<file path="config.mk">
export PLATFORM = sky130hd
export DESIGN_NAME = rwd_watchdog_ctrl
export DESIGN_NICKNAME = d
export VERILOG_FILES = /design/src/inc/rwd_pkg.sv /design/src/hdl/rwd_watchdog_ctrl.sv
export SDC_FILE = /design/constraint.sdc
export NUM_CORES = 1
export LEC_CHECK = 0
export BUFFER_PORTS_ARGS = -buffer_cell sky130_fd_sc_hd__buf_2
export CORE_UTILIZATION = 57
export CTS_CLUSTER_DIAMETER = 50
export DETAILED_ROUTE_END_ITERATION = 16
export PLACE_DENSITY_LB_ADDON = 0.1
export SLEW_MARGIN = 20
export SYNTH_ARGS = -nofsm -noshare
export SYNTH_HDL_FRONTEND = slang
export SYNTH_SLANG_ARGS = --single-unit
</file>
<file path="constraint.sdc">
create_clock -name clk_sys -period 2.2 [get_ports clk_sys]
set_input_delay 0.22 -clock clk_sys [delete_from_list [all_inputs] [get_ports clk_sys]]
set_output_delay 0.22 -clock clk_sys [all_outputs]
set_load 0.03 [all_outputs]
</file>
<file path="src/inc/rwd_pkg.sv">
package rwd_pkg;
    // ----------------------------------------------------------------
    // register map, byte-wide registers at their printed offsets
    // ----------------------------------------------------------------
    localparam logic [3:0] REG_IRQ_CTRL = 4'h6;
    localparam logic [3:0] REG_WD_CTRL = 4'h7;
    localparam int REG_ADDR_W = 4;
    localparam int REG_DATA_W = 8;

    // watchdog_control fields
    localparam int WD_STROBE_BIT = 7;
    localparam int WD_LOCK_BIT = 6;
    localparam int WD_TICKS_MSB = 5;
    localparam int WD_TICKS_W = 6;

    // interrupt_status_control fields
    localparam int IC_WIE_BIT = 7;
    localparam int IC_AIE_BIT = 6;
    localparam int IC_PFE_BIT = 5;

    // reset values
    localparam logic [7:0] IRQ_CTRL_RST = 8'h00;
    localparam logic [5:0] WD_TICKS_RST = 6'h00;
    localparam logic WD_LOCK_RST = 1'b0;

    // ----------------------------------------------------------------
    // timing: one watchdog tick is one period of the 32 Hz count
    // ----------------------------------------------------------------
    localparam int CLK_PERIOD_NS = 40;
    localparam int WD_TICK_NS = 31_250_000;
    localparam int WD_TICK_CYCLES = WD_TICK_NS / CLK_PERIOD_NS;
endpackage

</file>
<file path="src/hdl/rwd_watchdog_ctrl.sv">
`timescale 1ns/1ps
// Notes on behaviour
// writing one to the strobe bit reloads the countdown with the programmed timeout
// while the write-lock bit is one, writes to the six timeout bits are ignored
// host sets write-lock together with strobe to kick without changing timeout
// a write with write-lock zero stores the new timeout bits at write completion
// timeout equals the six-bit setting times the 31.25 ms tick
// alarm match sets alarm flag; drives interrupt only when alarm enable is one
// power-fail sets power-fail flag; drives interrupt only when its enable is one
// watchdog expiry sets its flag; drives interrupt only when watchdog enable is one; here the flag is also set only when it is one
module rwd_watchdog_ctrl
    import rwd_pkg::*;
#(
    parameter int TICK_CYCLES = WD_TICK_CYCLES
) (
    // clock and reset
    input wire logic clk_sys,
    input wire logic srst,
    // register port
    input wire logic reg_wr_en,
    input wire logic reg_rd_en,
    input wire logic [REG_ADDR_W-1:0] reg_addr,
    input wire logic [REG_DATA_W-1:0] reg_wdata,
    output logic [REG_DATA_W-1:0] reg_rdata,
    // rtc events, same clock domain
    input wire logic alarm_match,
    input wire logic powerfail_event,
    input wire logic flags_clear,
    // status and interrupt
    output logic alarm_flag,
    output logic powerfail_flag,
    output logic watchdog_flag,
    output logic irq_out
);
    localparam int PRE_W = $clog2(TICK_CYCLES + 1);
    localparam logic [PRE_W-1:0] PRE_LAST = PRE_W'(TICK_CYCLES - 1);
    localparam logic [PRE_W-1:0] PRE_ZERO = '0;
    localparam logic [WD_TICKS_W-1:0] CNT_ZERO = '0;
    localparam logic [WD_TICKS_W-1:0] CNT_ONE = WD_TICKS_W'(1);

    // ----------------------------------------------------------------
    // register decode
    // ----------------------------------------------------------------
    logic [REG_DATA_W-1:0] irq_ctrl_r, irq_ctrl_nxt;
    logic timeout_write_lock_r, timeout_write_lock_nxt;
    logic [WD_TICKS_W-1:0] timeout_ticks_r, timeout_ticks_nxt;
    logic [REG_DATA_W-1:0] reg_rdata_r, reg_rdata_nxt;
    logic wr_wd, wr_ic, watchdog_strobe;
    logic watchdog_irq_enable, alarm_irq_enable, powerfail_irq_enable;

    assign wr_wd = reg_wr_en && (reg_addr == REG_WD_CTRL);
    assign wr_ic = reg_wr_en && (reg_addr == REG_IRQ_CTRL);
    assign watchdog_strobe = wr_wd && reg_wdata[WD_STROBE_BIT];
    assign watchdog_irq_enable = irq_ctrl_r[IC_WIE_BIT];
    assign alarm_irq_enable = irq_ctrl_r[IC_AIE_BIT];
    assign powerfail_irq_enable = irq_ctrl_r[IC_PFE_BIT];

    // register next values; the strobe bit is an action and never stored
    always_comb begin
        irq_ctrl_nxt = irq_ctrl_r;
        timeout_write_lock_nxt = timeout_write_lock_r;
        timeout_ticks_nxt = timeout_ticks_r;
        reg_rdata_nxt = reg_rdata_r;
        if (wr_ic) begin
            irq_ctrl_nxt = reg_wdata;
        end
        if (wr_wd) begin
            timeout_write_lock_nxt = reg_wdata[WD_LOCK_BIT];
            // the lock in this very write guards the timeout field
            if (!reg_wdata[WD_LOCK_BIT]) begin
                timeout_ticks_nxt = reg_wdata[WD_TICKS_MSB:0];
            end
        end
        if (reg_rd_en) begin
            case (reg_addr)
                REG_IRQ_CTRL: reg_rdata_nxt = irq_ctrl_r;
                REG_WD_CTRL: reg_rdata_nxt = {1'b0, timeout_write_lock_r, timeout_ticks_r};
                default: reg_rdata_nxt = '0; // unmapped reads as zero
            endcase
        end
    end

    always_ff @(posedge clk_sys) begin
        if (srst) begin
            irq_ctrl_r <= IRQ_CTRL_RST;
            timeout_write_lock_r <= WD_LOCK_RST;
            timeout_ticks_r <= WD_TICKS_RST;
            reg_rdata_r <= '0;
        end else begin
            irq_ctrl_r <= irq_ctrl_nxt;
            timeout_write_lock_r <= timeout_write_lock_nxt;
            timeout_ticks_r <= timeout_ticks_nxt;
            reg_rdata_r <= reg_rdata_nxt;
        end
    end

    // ----------------------------------------------------------------
    // watchdog countdown
    // ----------------------------------------------------------------
    logic [PRE_W-1:0] pre_r, pre_nxt;
    logic [WD_TICKS_W-1:0] wd_count_r, wd_count_nxt;
    logic tick, expire;

    // prescaler makes the 32 Hz tick; a strobe restarts it so the
    // first tick after a kick is a whole period away
    assign tick = (pre_r == PRE_LAST);
    assign expire = tick && !watchdog_strobe && (wd_count_r == CNT_ONE);

    always_comb begin
        pre_nxt = tick ? PRE_ZERO : pre_r + PRE_W'(1);
        wd_count_nxt = wd_count_r;
        if (watchdog_strobe) begin
            // a strobe in the same write as a new timeout starts from the new value
            pre_nxt = PRE_ZERO;
            wd_count_nxt = timeout_ticks_nxt;
        end else if (wd_count_r == CNT_ZERO) begin
            // idle until a nonzero timeout is programmed
            wd_count_nxt = timeout_ticks_r;
        end else if (tick) begin
            // one count per tick gives setting times 31.25 ms
            wd_count_nxt = (wd_count_r == CNT_ONE) ? timeout_ticks_r : wd_count_r - CNT_ONE;
        end
    end

    always_ff @(posedge clk_sys) begin
        if (srst) begin
            pre_r <= PRE_ZERO;
            wd_count_r <= CNT_ZERO;
        end else begin
            pre_r <= pre_nxt;
            wd_count_r <= wd_count_nxt;
        end
    end

    // ----------------------------------------------------------------
    // flags and interrupt
    // ----------------------------------------------------------------
    logic alarm_flag_r, alarm_flag_nxt;
    logic powerfail_flag_r, powerfail_flag_nxt;
    logic watchdog_flag_r, watchdog_flag_nxt;
    logic irq_out_r, irq_out_nxt;

    // a new event in the clear cycle wins, so no event is lost
    always_comb begin
        alarm_flag_nxt = alarm_match || (alarm_flag_r && !flags_clear);
        powerfail_flag_nxt = powerfail_event || (powerfail_flag_r && !flags_clear);
        watchdog_flag_nxt = (expire && watchdog_irq_enable) || (watchdog_flag_r && !flags_clear);
        // alarm and power-fail enables gate only the pin; the watchdog enable also gates its flag
        irq_out_nxt = (watchdog_irq_enable && watchdog_flag_r)
            || (alarm_irq_enable && alarm_flag_r)
            || (powerfail_irq_enable && powerfail_flag_r);
    end

    always_ff @(posedge clk_sys) begin
        if (srst) begin
            alarm_flag_r <= 1'b0;
            powerfail_flag_r <= 1'b0;
            watchdog_flag_r <= 1'b0;
            irq_out_r <= 1'b0;
        end else begin
            alarm_flag_r <= alarm_flag_nxt;
            powerfail_flag_r <= powerfail_flag_nxt;
            watchdog_flag_r <= watchdog_flag_nxt;
            irq_out_r <= irq_out_nxt;
        end
    end

    assign reg_rdata = reg_rdata_r;
    assign alarm_flag = alarm_flag_r;
    assign powerfail_flag = powerfail_flag_r;
    assign watchdog_flag = watchdog_flag_r;
    assign irq_out = irq_out_r;
endmodule

</file>
==> results of run 1 <==
tightest hold or removal path, stage by stage:
cell	delay (ns)
buf_2	0.07
a21oi_1	0.03
nor2_1	0.07
routing by layer:
| metal | vias to the layer above | share of wire | track usage |
|---|---|---|---|
| li1 | 1031 | - | - |
| met1 | 922 | 0.46 | 0.294 |
| met2 | 45 | 0.48 | 0.389 |
| met3 | 6 | 0.047 | 0.0550 |
| met4 | 0 | 0.011 | 0.0703 |
| met5 | - | 0 | 0 |
worst max-delay path by stage:
stage	to	depth (start not counted)
6_report	wd_count_r[2]	6
5_1_grt	wd_count_r[3]	5
4_1_cts	wd_count_r[4]	6
3_5_place_dp	wd_count_r[4]	6
3_3_place_gp	wd_count_r[2]	6
2_1_floorplan	wd_count_r[2]	6
area by class of cell:
| type | count | area share |
|---|---|---|
| clock buffer | 6 | 0.0301 |
| clock inverter | 2 | 0.00501 |
| inverter | 8 | 0.0109 |
| multi-input combinational | 204 | 0.479 |
| sequential | 53 | 0.387 |
| tap | 50 | 0.0228 |
| timing repair buffer | 34 | 0.0656 |
report_power, final:
group / internal [mW] / leakage (nW) / switching, mW
Clock: 0.256 / 0.0512 / 0.317
Combinational: 0.400 / 0.611 / 0.439
Sequential: 1.02 / 0.429 / 0.0732
Total: 1.68 / 1.09 / 0.829
per-stage QoR:
| step | utilization | std cells | instance area, um2 |
|---|---|---|---|
| 2_1_floorplan | - | 275 | 2470 |
| 5_1_grt | 0.672 | 357 | 2750 |
| 6_report | 0.672 | 357 | 2750 |
| 3_3_place_gp | 0.648 | 349 | 2650 |
| 3_5_place_dp | 0.648 | 349 | 2650 |
| 4_1_cts | 0.672 | 357 | 2750 |
flip-flops by register name (all words and copies together) (netlist names):
register	flops
wd_count_r	6
watchdog_flag	1
timeout_write_lock_r	1
alarm_flag	1
powerfail_flag	1
irq_out	1
pre_r	20
timeout_ticks_r	6
reg_rdata	8
irq_ctrl_r	8
kinds of logic after synthesis:
| kind of cell | synth area share |
|---|---|
| simple gates | 0.258 |
| flops | 0.429 |
| compound gates | 0.108 |
| xor+xnor | 0.0744 |
| buf+inv | 0.0385 |
| mux | 0.0663 |
| fa+ha+maj | 0.0253 |
cells in the mapped netlist, types with 2 or more instances:
cell      count
xor2_1       16
nor3_1        5
nor2_1       33
nand4_1       5
a221oi_1      2
o21ai_0       3
buf_6         3
nand3_1      27
mux2i_1       7
nand3b_1      2
a21oi_1      22
mux2_2        7
nand2_1      17
inv_1         8
o22ai_1       3
a222oi_1      3
clkbuf_1      4
and3_1        6
o31ai_1       2
ha_1          5
dfxtp_1      53
nand2b_1      8
and4_1        4
xnor2_1       5
==> impl_metrics.py, run 1 <==
metrics = {
    "outcome": {
        "status": "finished clean",
    },
    "sta": {
        "finalSetupViolCount": 0,
        "hold_slack_ns": 0.123,
        "clock-skew-final_ns": 0.0149,
        "clock.fmax_mhz": 529,
        "final_hold_viol_count": 0,
        "finalCritPeriodShare": 0.860,
        "rsz0062_at_grt": "false",
        "drv_slew": 0,
        "worstMarginPinSlew_ns": 0.421,
        "finalSetupTns_ns": 0,
        "layout_setup_ws_ns": 0.309,
        "min_period_ns": 1.89,
        "max_slew_margin": 0.720,
    },
    "clock_network": {
        "cts.sinks": 53,
        "htreeDepth": 2,
        "cts_hold_buffers": 0,
        "cts_resized": 0,
        "cts_root_buffer": "clkbuf_8",
        "cts_tree": "yes",
        "ctsLongestPathBuffers": 2,
        "path_clk_slew_ns": 0.09,
        "cts_buffers": 5,
        "cts_setup_buffers": 0,
        "clock_latency_ns": 0.31,
    },
    "synthesis": {
        "synth_edf_count": 0,
        "yosys_warnings": 0,
        "synthesis.area_um2": 2470,
        "syn_avg_cell_area_um2": 8.99,
        "yosysTopAreaCell": "dfxtp_1",
        "syn_nets": 299,
        "synth_flop_cell": "dfxtp_1",
        "ys_ff_latch": 53,
        "synth_area_leaders": "dfxtp_1, xor2_1, nand3_1, nor2_1, a21oi_1",
        "yosysTopAreaCellShare": 0.429,
        "async_reset_ff_frac": 0,
        "ys_seq_area_frac": 0.429,
        "netlist_instances": 275,
        "ys_types": 49,
    },
    "grt": {
        "grt_usage": 0.232,
        "grt_antenna_before_repair": 0,
        "grt_pass1_vias": 1757,
        "grt_pass1_wl_mm": 7.89,
        "grt_max_degree": 28,
        "overflow": 0,
    },
    "final_layout": {
        "final_cell_mix": "dfxtp_1, nor2_1, buf_2, nand3_1, a21oi_1",
        "final_nets": 330,
        "multi_input_area_um2": 1320,
        "register_area_um2": 1060,
        "fillers": 371,
        "area_delta_synth_final_pct": 11.1,
        "final_common_cell": "dfxtp_1",
        "antenna_cells": 0,
        "drive_gt1_frac": 0.189,
    },
    "setup_path": {
        "worst-path-buf-inv": 1,
        "crit_required_ns": 2.39,
        "critical_path.top_delay_family": "compound AO/OA/AOI/OAI gates",
        "startpoint": "wd_count_r[0]",
        "rrSetupSlack_ns": 0.31,
        "end_kind": "flip-flop",
        "crit_type": "reg -> reg",
        "max_stage_delay_ns": 0.41,
        "regToRegEndpoint": "wd_count_r[2]",
        "crit_fanout": 6,
        "rr_worst_depth": 6,
        "start_kind": "flip-flop",
        "cp_data_arrival_time_ns": 2.08,
        "cpMaxStageDelayCell": "dfxtp_1",
        "path_cells": "inv_1 > ha_1 > o21a_1 > mux2_4 > a222oi_1 > a21oi_1",
        "r2r-start": "wd_count_r[0]",
    },
    "floorplanning": {
        "die_y_um": 67.8,
        "pin_count": 31,
        "initial_core_util": 0.605,
        "die_area_um2": 4600,
        "die_w_um": 67.8,
        "num_rows": 23,
        "core_area_um2": 4090,
    },
    "routing": {
        "drc_errors": 0,
        "wirelength_mm": 4.94,
        "ant_nets": 0,
        "drt-initial-drc-count": 116,
        "wl_per_cell_um": 13.8,
        "first_pass_iters": 4,
        "post_drt_via_cell_ratio": 5.61,
        "vias": 2004,
    },
    "placed_design": {
        "gp_congestion": 0.877,
        "portBuffers": 30,
        "post-dp-hpwl_mm": 3.61,
        "pre_cts_ws_ns": 0.298,
    },
    "power_and_ir_drop": {
        "report.power.total_mw": 2.51,
        "p_leak_nw": 1.09,
        "peakVddDrop_mv": 0.496,
        "power_density_nw_per_um2": 913,
    },
    "flow_run": {
        "cap_violations": 0,
    },
    "worst_hold_path": {
        "min-delay-path-class": "in -> reg",
        "hp-start": "powerfail_event",
        "holdPathStages": 3,
        "hold-path-endpoint": "powerfail_flag",
    },
}
(Power assumes the default switching activity.)
==> run 2, diff against run 1 <==
Settings changed: REMOVE_ABC_BUFFERS set to 1.
==> impl_metrics.py, run 2 (same netlist as run 1, synthesis figures left out) <==
metrics = {
    "outcome": {
        "status": "finished clean",
    },
    "floorplanning": {
        "initial_core_util": 0.605,
        "num_rows": 23,
        "die_area_um2": 4600,
        "core_area_um2": 4090,
        "die_w_um": 67.8,
        "pin_count": 31,
        "die_y_um": 67.8,
    },
    "sta": {
        "hold_slack_ns": 0.116,
        "finalSetupViolCount": 0,
        "final_hold_viol_count": 0,
        "clock.fmax_mhz": 505,
        "finalSetupTns_ns": 0,
        "finalCritPeriodShare": 0.900,
        "min_period_ns": 1.98,
        "layout_setup_ws_ns": 0.220,
        "worstMarginPinSlew_ns": 0.410,
        "max_slew_margin": 0.727,
        "drv_slew": 0,
        "rsz0062_at_grt": "false",
        "clock-skew-final_ns": 0.00871,
    },
    "routing": {
        "wl_per_cell_um": 14.2,
        "vias": 2040,
        "drt-initial-drc-count": 124,
        "first_pass_iters": 4,
        "post_drt_via_cell_ratio": 5.70,
        "wirelength_mm": 5.07,
        "drc_errors": 0,
        "ant_nets": 0,
    },
    "setup_path": {
        "cpMaxStageDelayCell": "dfxtp_1",
        "end_kind": "flip-flop",
        "crit_required_ns": 2.37,
        "crit_type": "reg -> reg",
        "rrSetupSlack_ns": 0.22,
        "max_stage_delay_ns": 0.41,
        "worst-path-buf-inv": 1,
        "regToRegEndpoint": "wd_count_r[4]",
        "path_cells": "inv_1 > ha_1 > o21a_1 > mux2_4 > a221oi_1 > o22ai_1",
        "r2r-start": "wd_count_r[0]",
        "critical_path.top_delay_family": "compound AO/OA/AOI/OAI gates",
        "rr_worst_depth": 6,
        "start_kind": "flip-flop",
        "cp_data_arrival_time_ns": 2.15,
        "crit_fanout": 6,
    },
    "clock_network": {
        "cts_root_buffer": "clkbuf_8",
        "path_clk_slew_ns": 0.09,
        "cts_resized": 0,
        "clock_latency_ns": 0.30,
        "cts_tree": "yes",
        "cts_setup_buffers": 0,
        "cts_buffers": 5,
        "htreeDepth": 2,
        "cts_hold_buffers": 0,
        "cts.sinks": 53,
        "ctsLongestPathBuffers": 2,
    },
    "final_layout": {
        "area_delta_synth_final_pct": 11.4,
        "final_cell_mix": "dfxtp_1, nor2_1, buf_2, nand3_1, a21oi_1",
        "antenna_cells": 0,
        "largest_reg_flops": 20,
        "largest_register": "pre_r",
        "final_nets": 331,
        "final_common_cell": "dfxtp_1",
        "drive_gt1_frac": 0.192,
        "utilization": 0.674,
    },
    "grt": {
        "overflow": 0,
        "grt_pass1_vias": 1795,
        "grt_pass1_wl_mm": 8.12,
        "grt_max_degree": 28,
        "grt_antenna_before_repair": 0,
        "grt_usage": 0.239,
    },
    "placed_design": {
        "post-dp-hpwl_mm": 3.71,
        "pre_cts_ws_ns": 0.299,
        "gp_congestion": 0.854,
        "portBuffers": 30,
    },
    "power_and_ir_drop": {
        "peakVddDrop_mv": 0.510,
        "power_density_nw_per_um2": 916,
        "p_leak_nw": 1.10,
    },
    "worst_hold_path": {
        "holdPathStages": 3,
        "hold-path-endpoint": "alarm_flag",
        "hp-start": "alarm_match",
        "min-delay-path-class": "in -> reg",
    },
    "flow_run": {
        "cap_violations": 0,
    },
}
## run 2: where the power goes
part | internal (mW) | switching, mW
logic | 0.403 | 0.454
registers | 1.02 | 0.0757
clock network | 0.255 | 0.313
total | 1.68 | 0.842
## run 2: cell type report
cell class,instances,area [um2]
Clock buffer,6,82.6
Tap cell,50,62.6
Sequential cell,53,1060
Inverter,8,30.0
Multi-Input combinational cell,204,1320
Fill cell,361,1330
Clock inverter,2,13.8
Timing Repair Buffer,35,188
## run 2: per-layer routing
metal / share of wire / GRT usage / vias to the layer above
met5: 0 / 0 / -
met4: 0.019 / 0.0911 / 0
met3: 0.036 / 0.0550 / 10
met2: 0.48 / 0.405 / 34
met1: 0.46 / 0.294 / 960
li1: - / - / 1036
## run 2: worst min-delay path, cell delays in order
cell and delay [ns]:
buf_2 0.07, a21oi_1 0.03, nor2_1 0.07
## run 2: through the flow
step	instances	power [mW]	cell area (um2)
2_1_floorplan	265	1.76	2410
3_3_place_gp	350	1.96	2660
3_5_place_dp	350	1.96	2660
4_1_cts	358	2.53	2750
5_1_grt	358	2.68	2750
6_report	358	2.52	2750
## run 2: how the worst max path moves through the flow
stage / slack, ns / cells after the start / to / start
5_1_grt: 0.11 / 5 / wd_count_r[3] / pre_r[3]
4_1_cts: 0.27 / 6 / wd_count_r[4] / wd_count_r[0]
3_5_place_dp: 0.30 / 6 / wd_count_r[4] / wd_count_r[0]
6_report: 0.22 / 6 / wd_count_r[4] / wd_count_r[0]
2_1_floorplan: 0.51 / 6 / wd_count_r[2] / wd_count_r[0]
3_3_place_gp: 0.28 / 6 / wd_count_r[4] / wd_count_r[0]
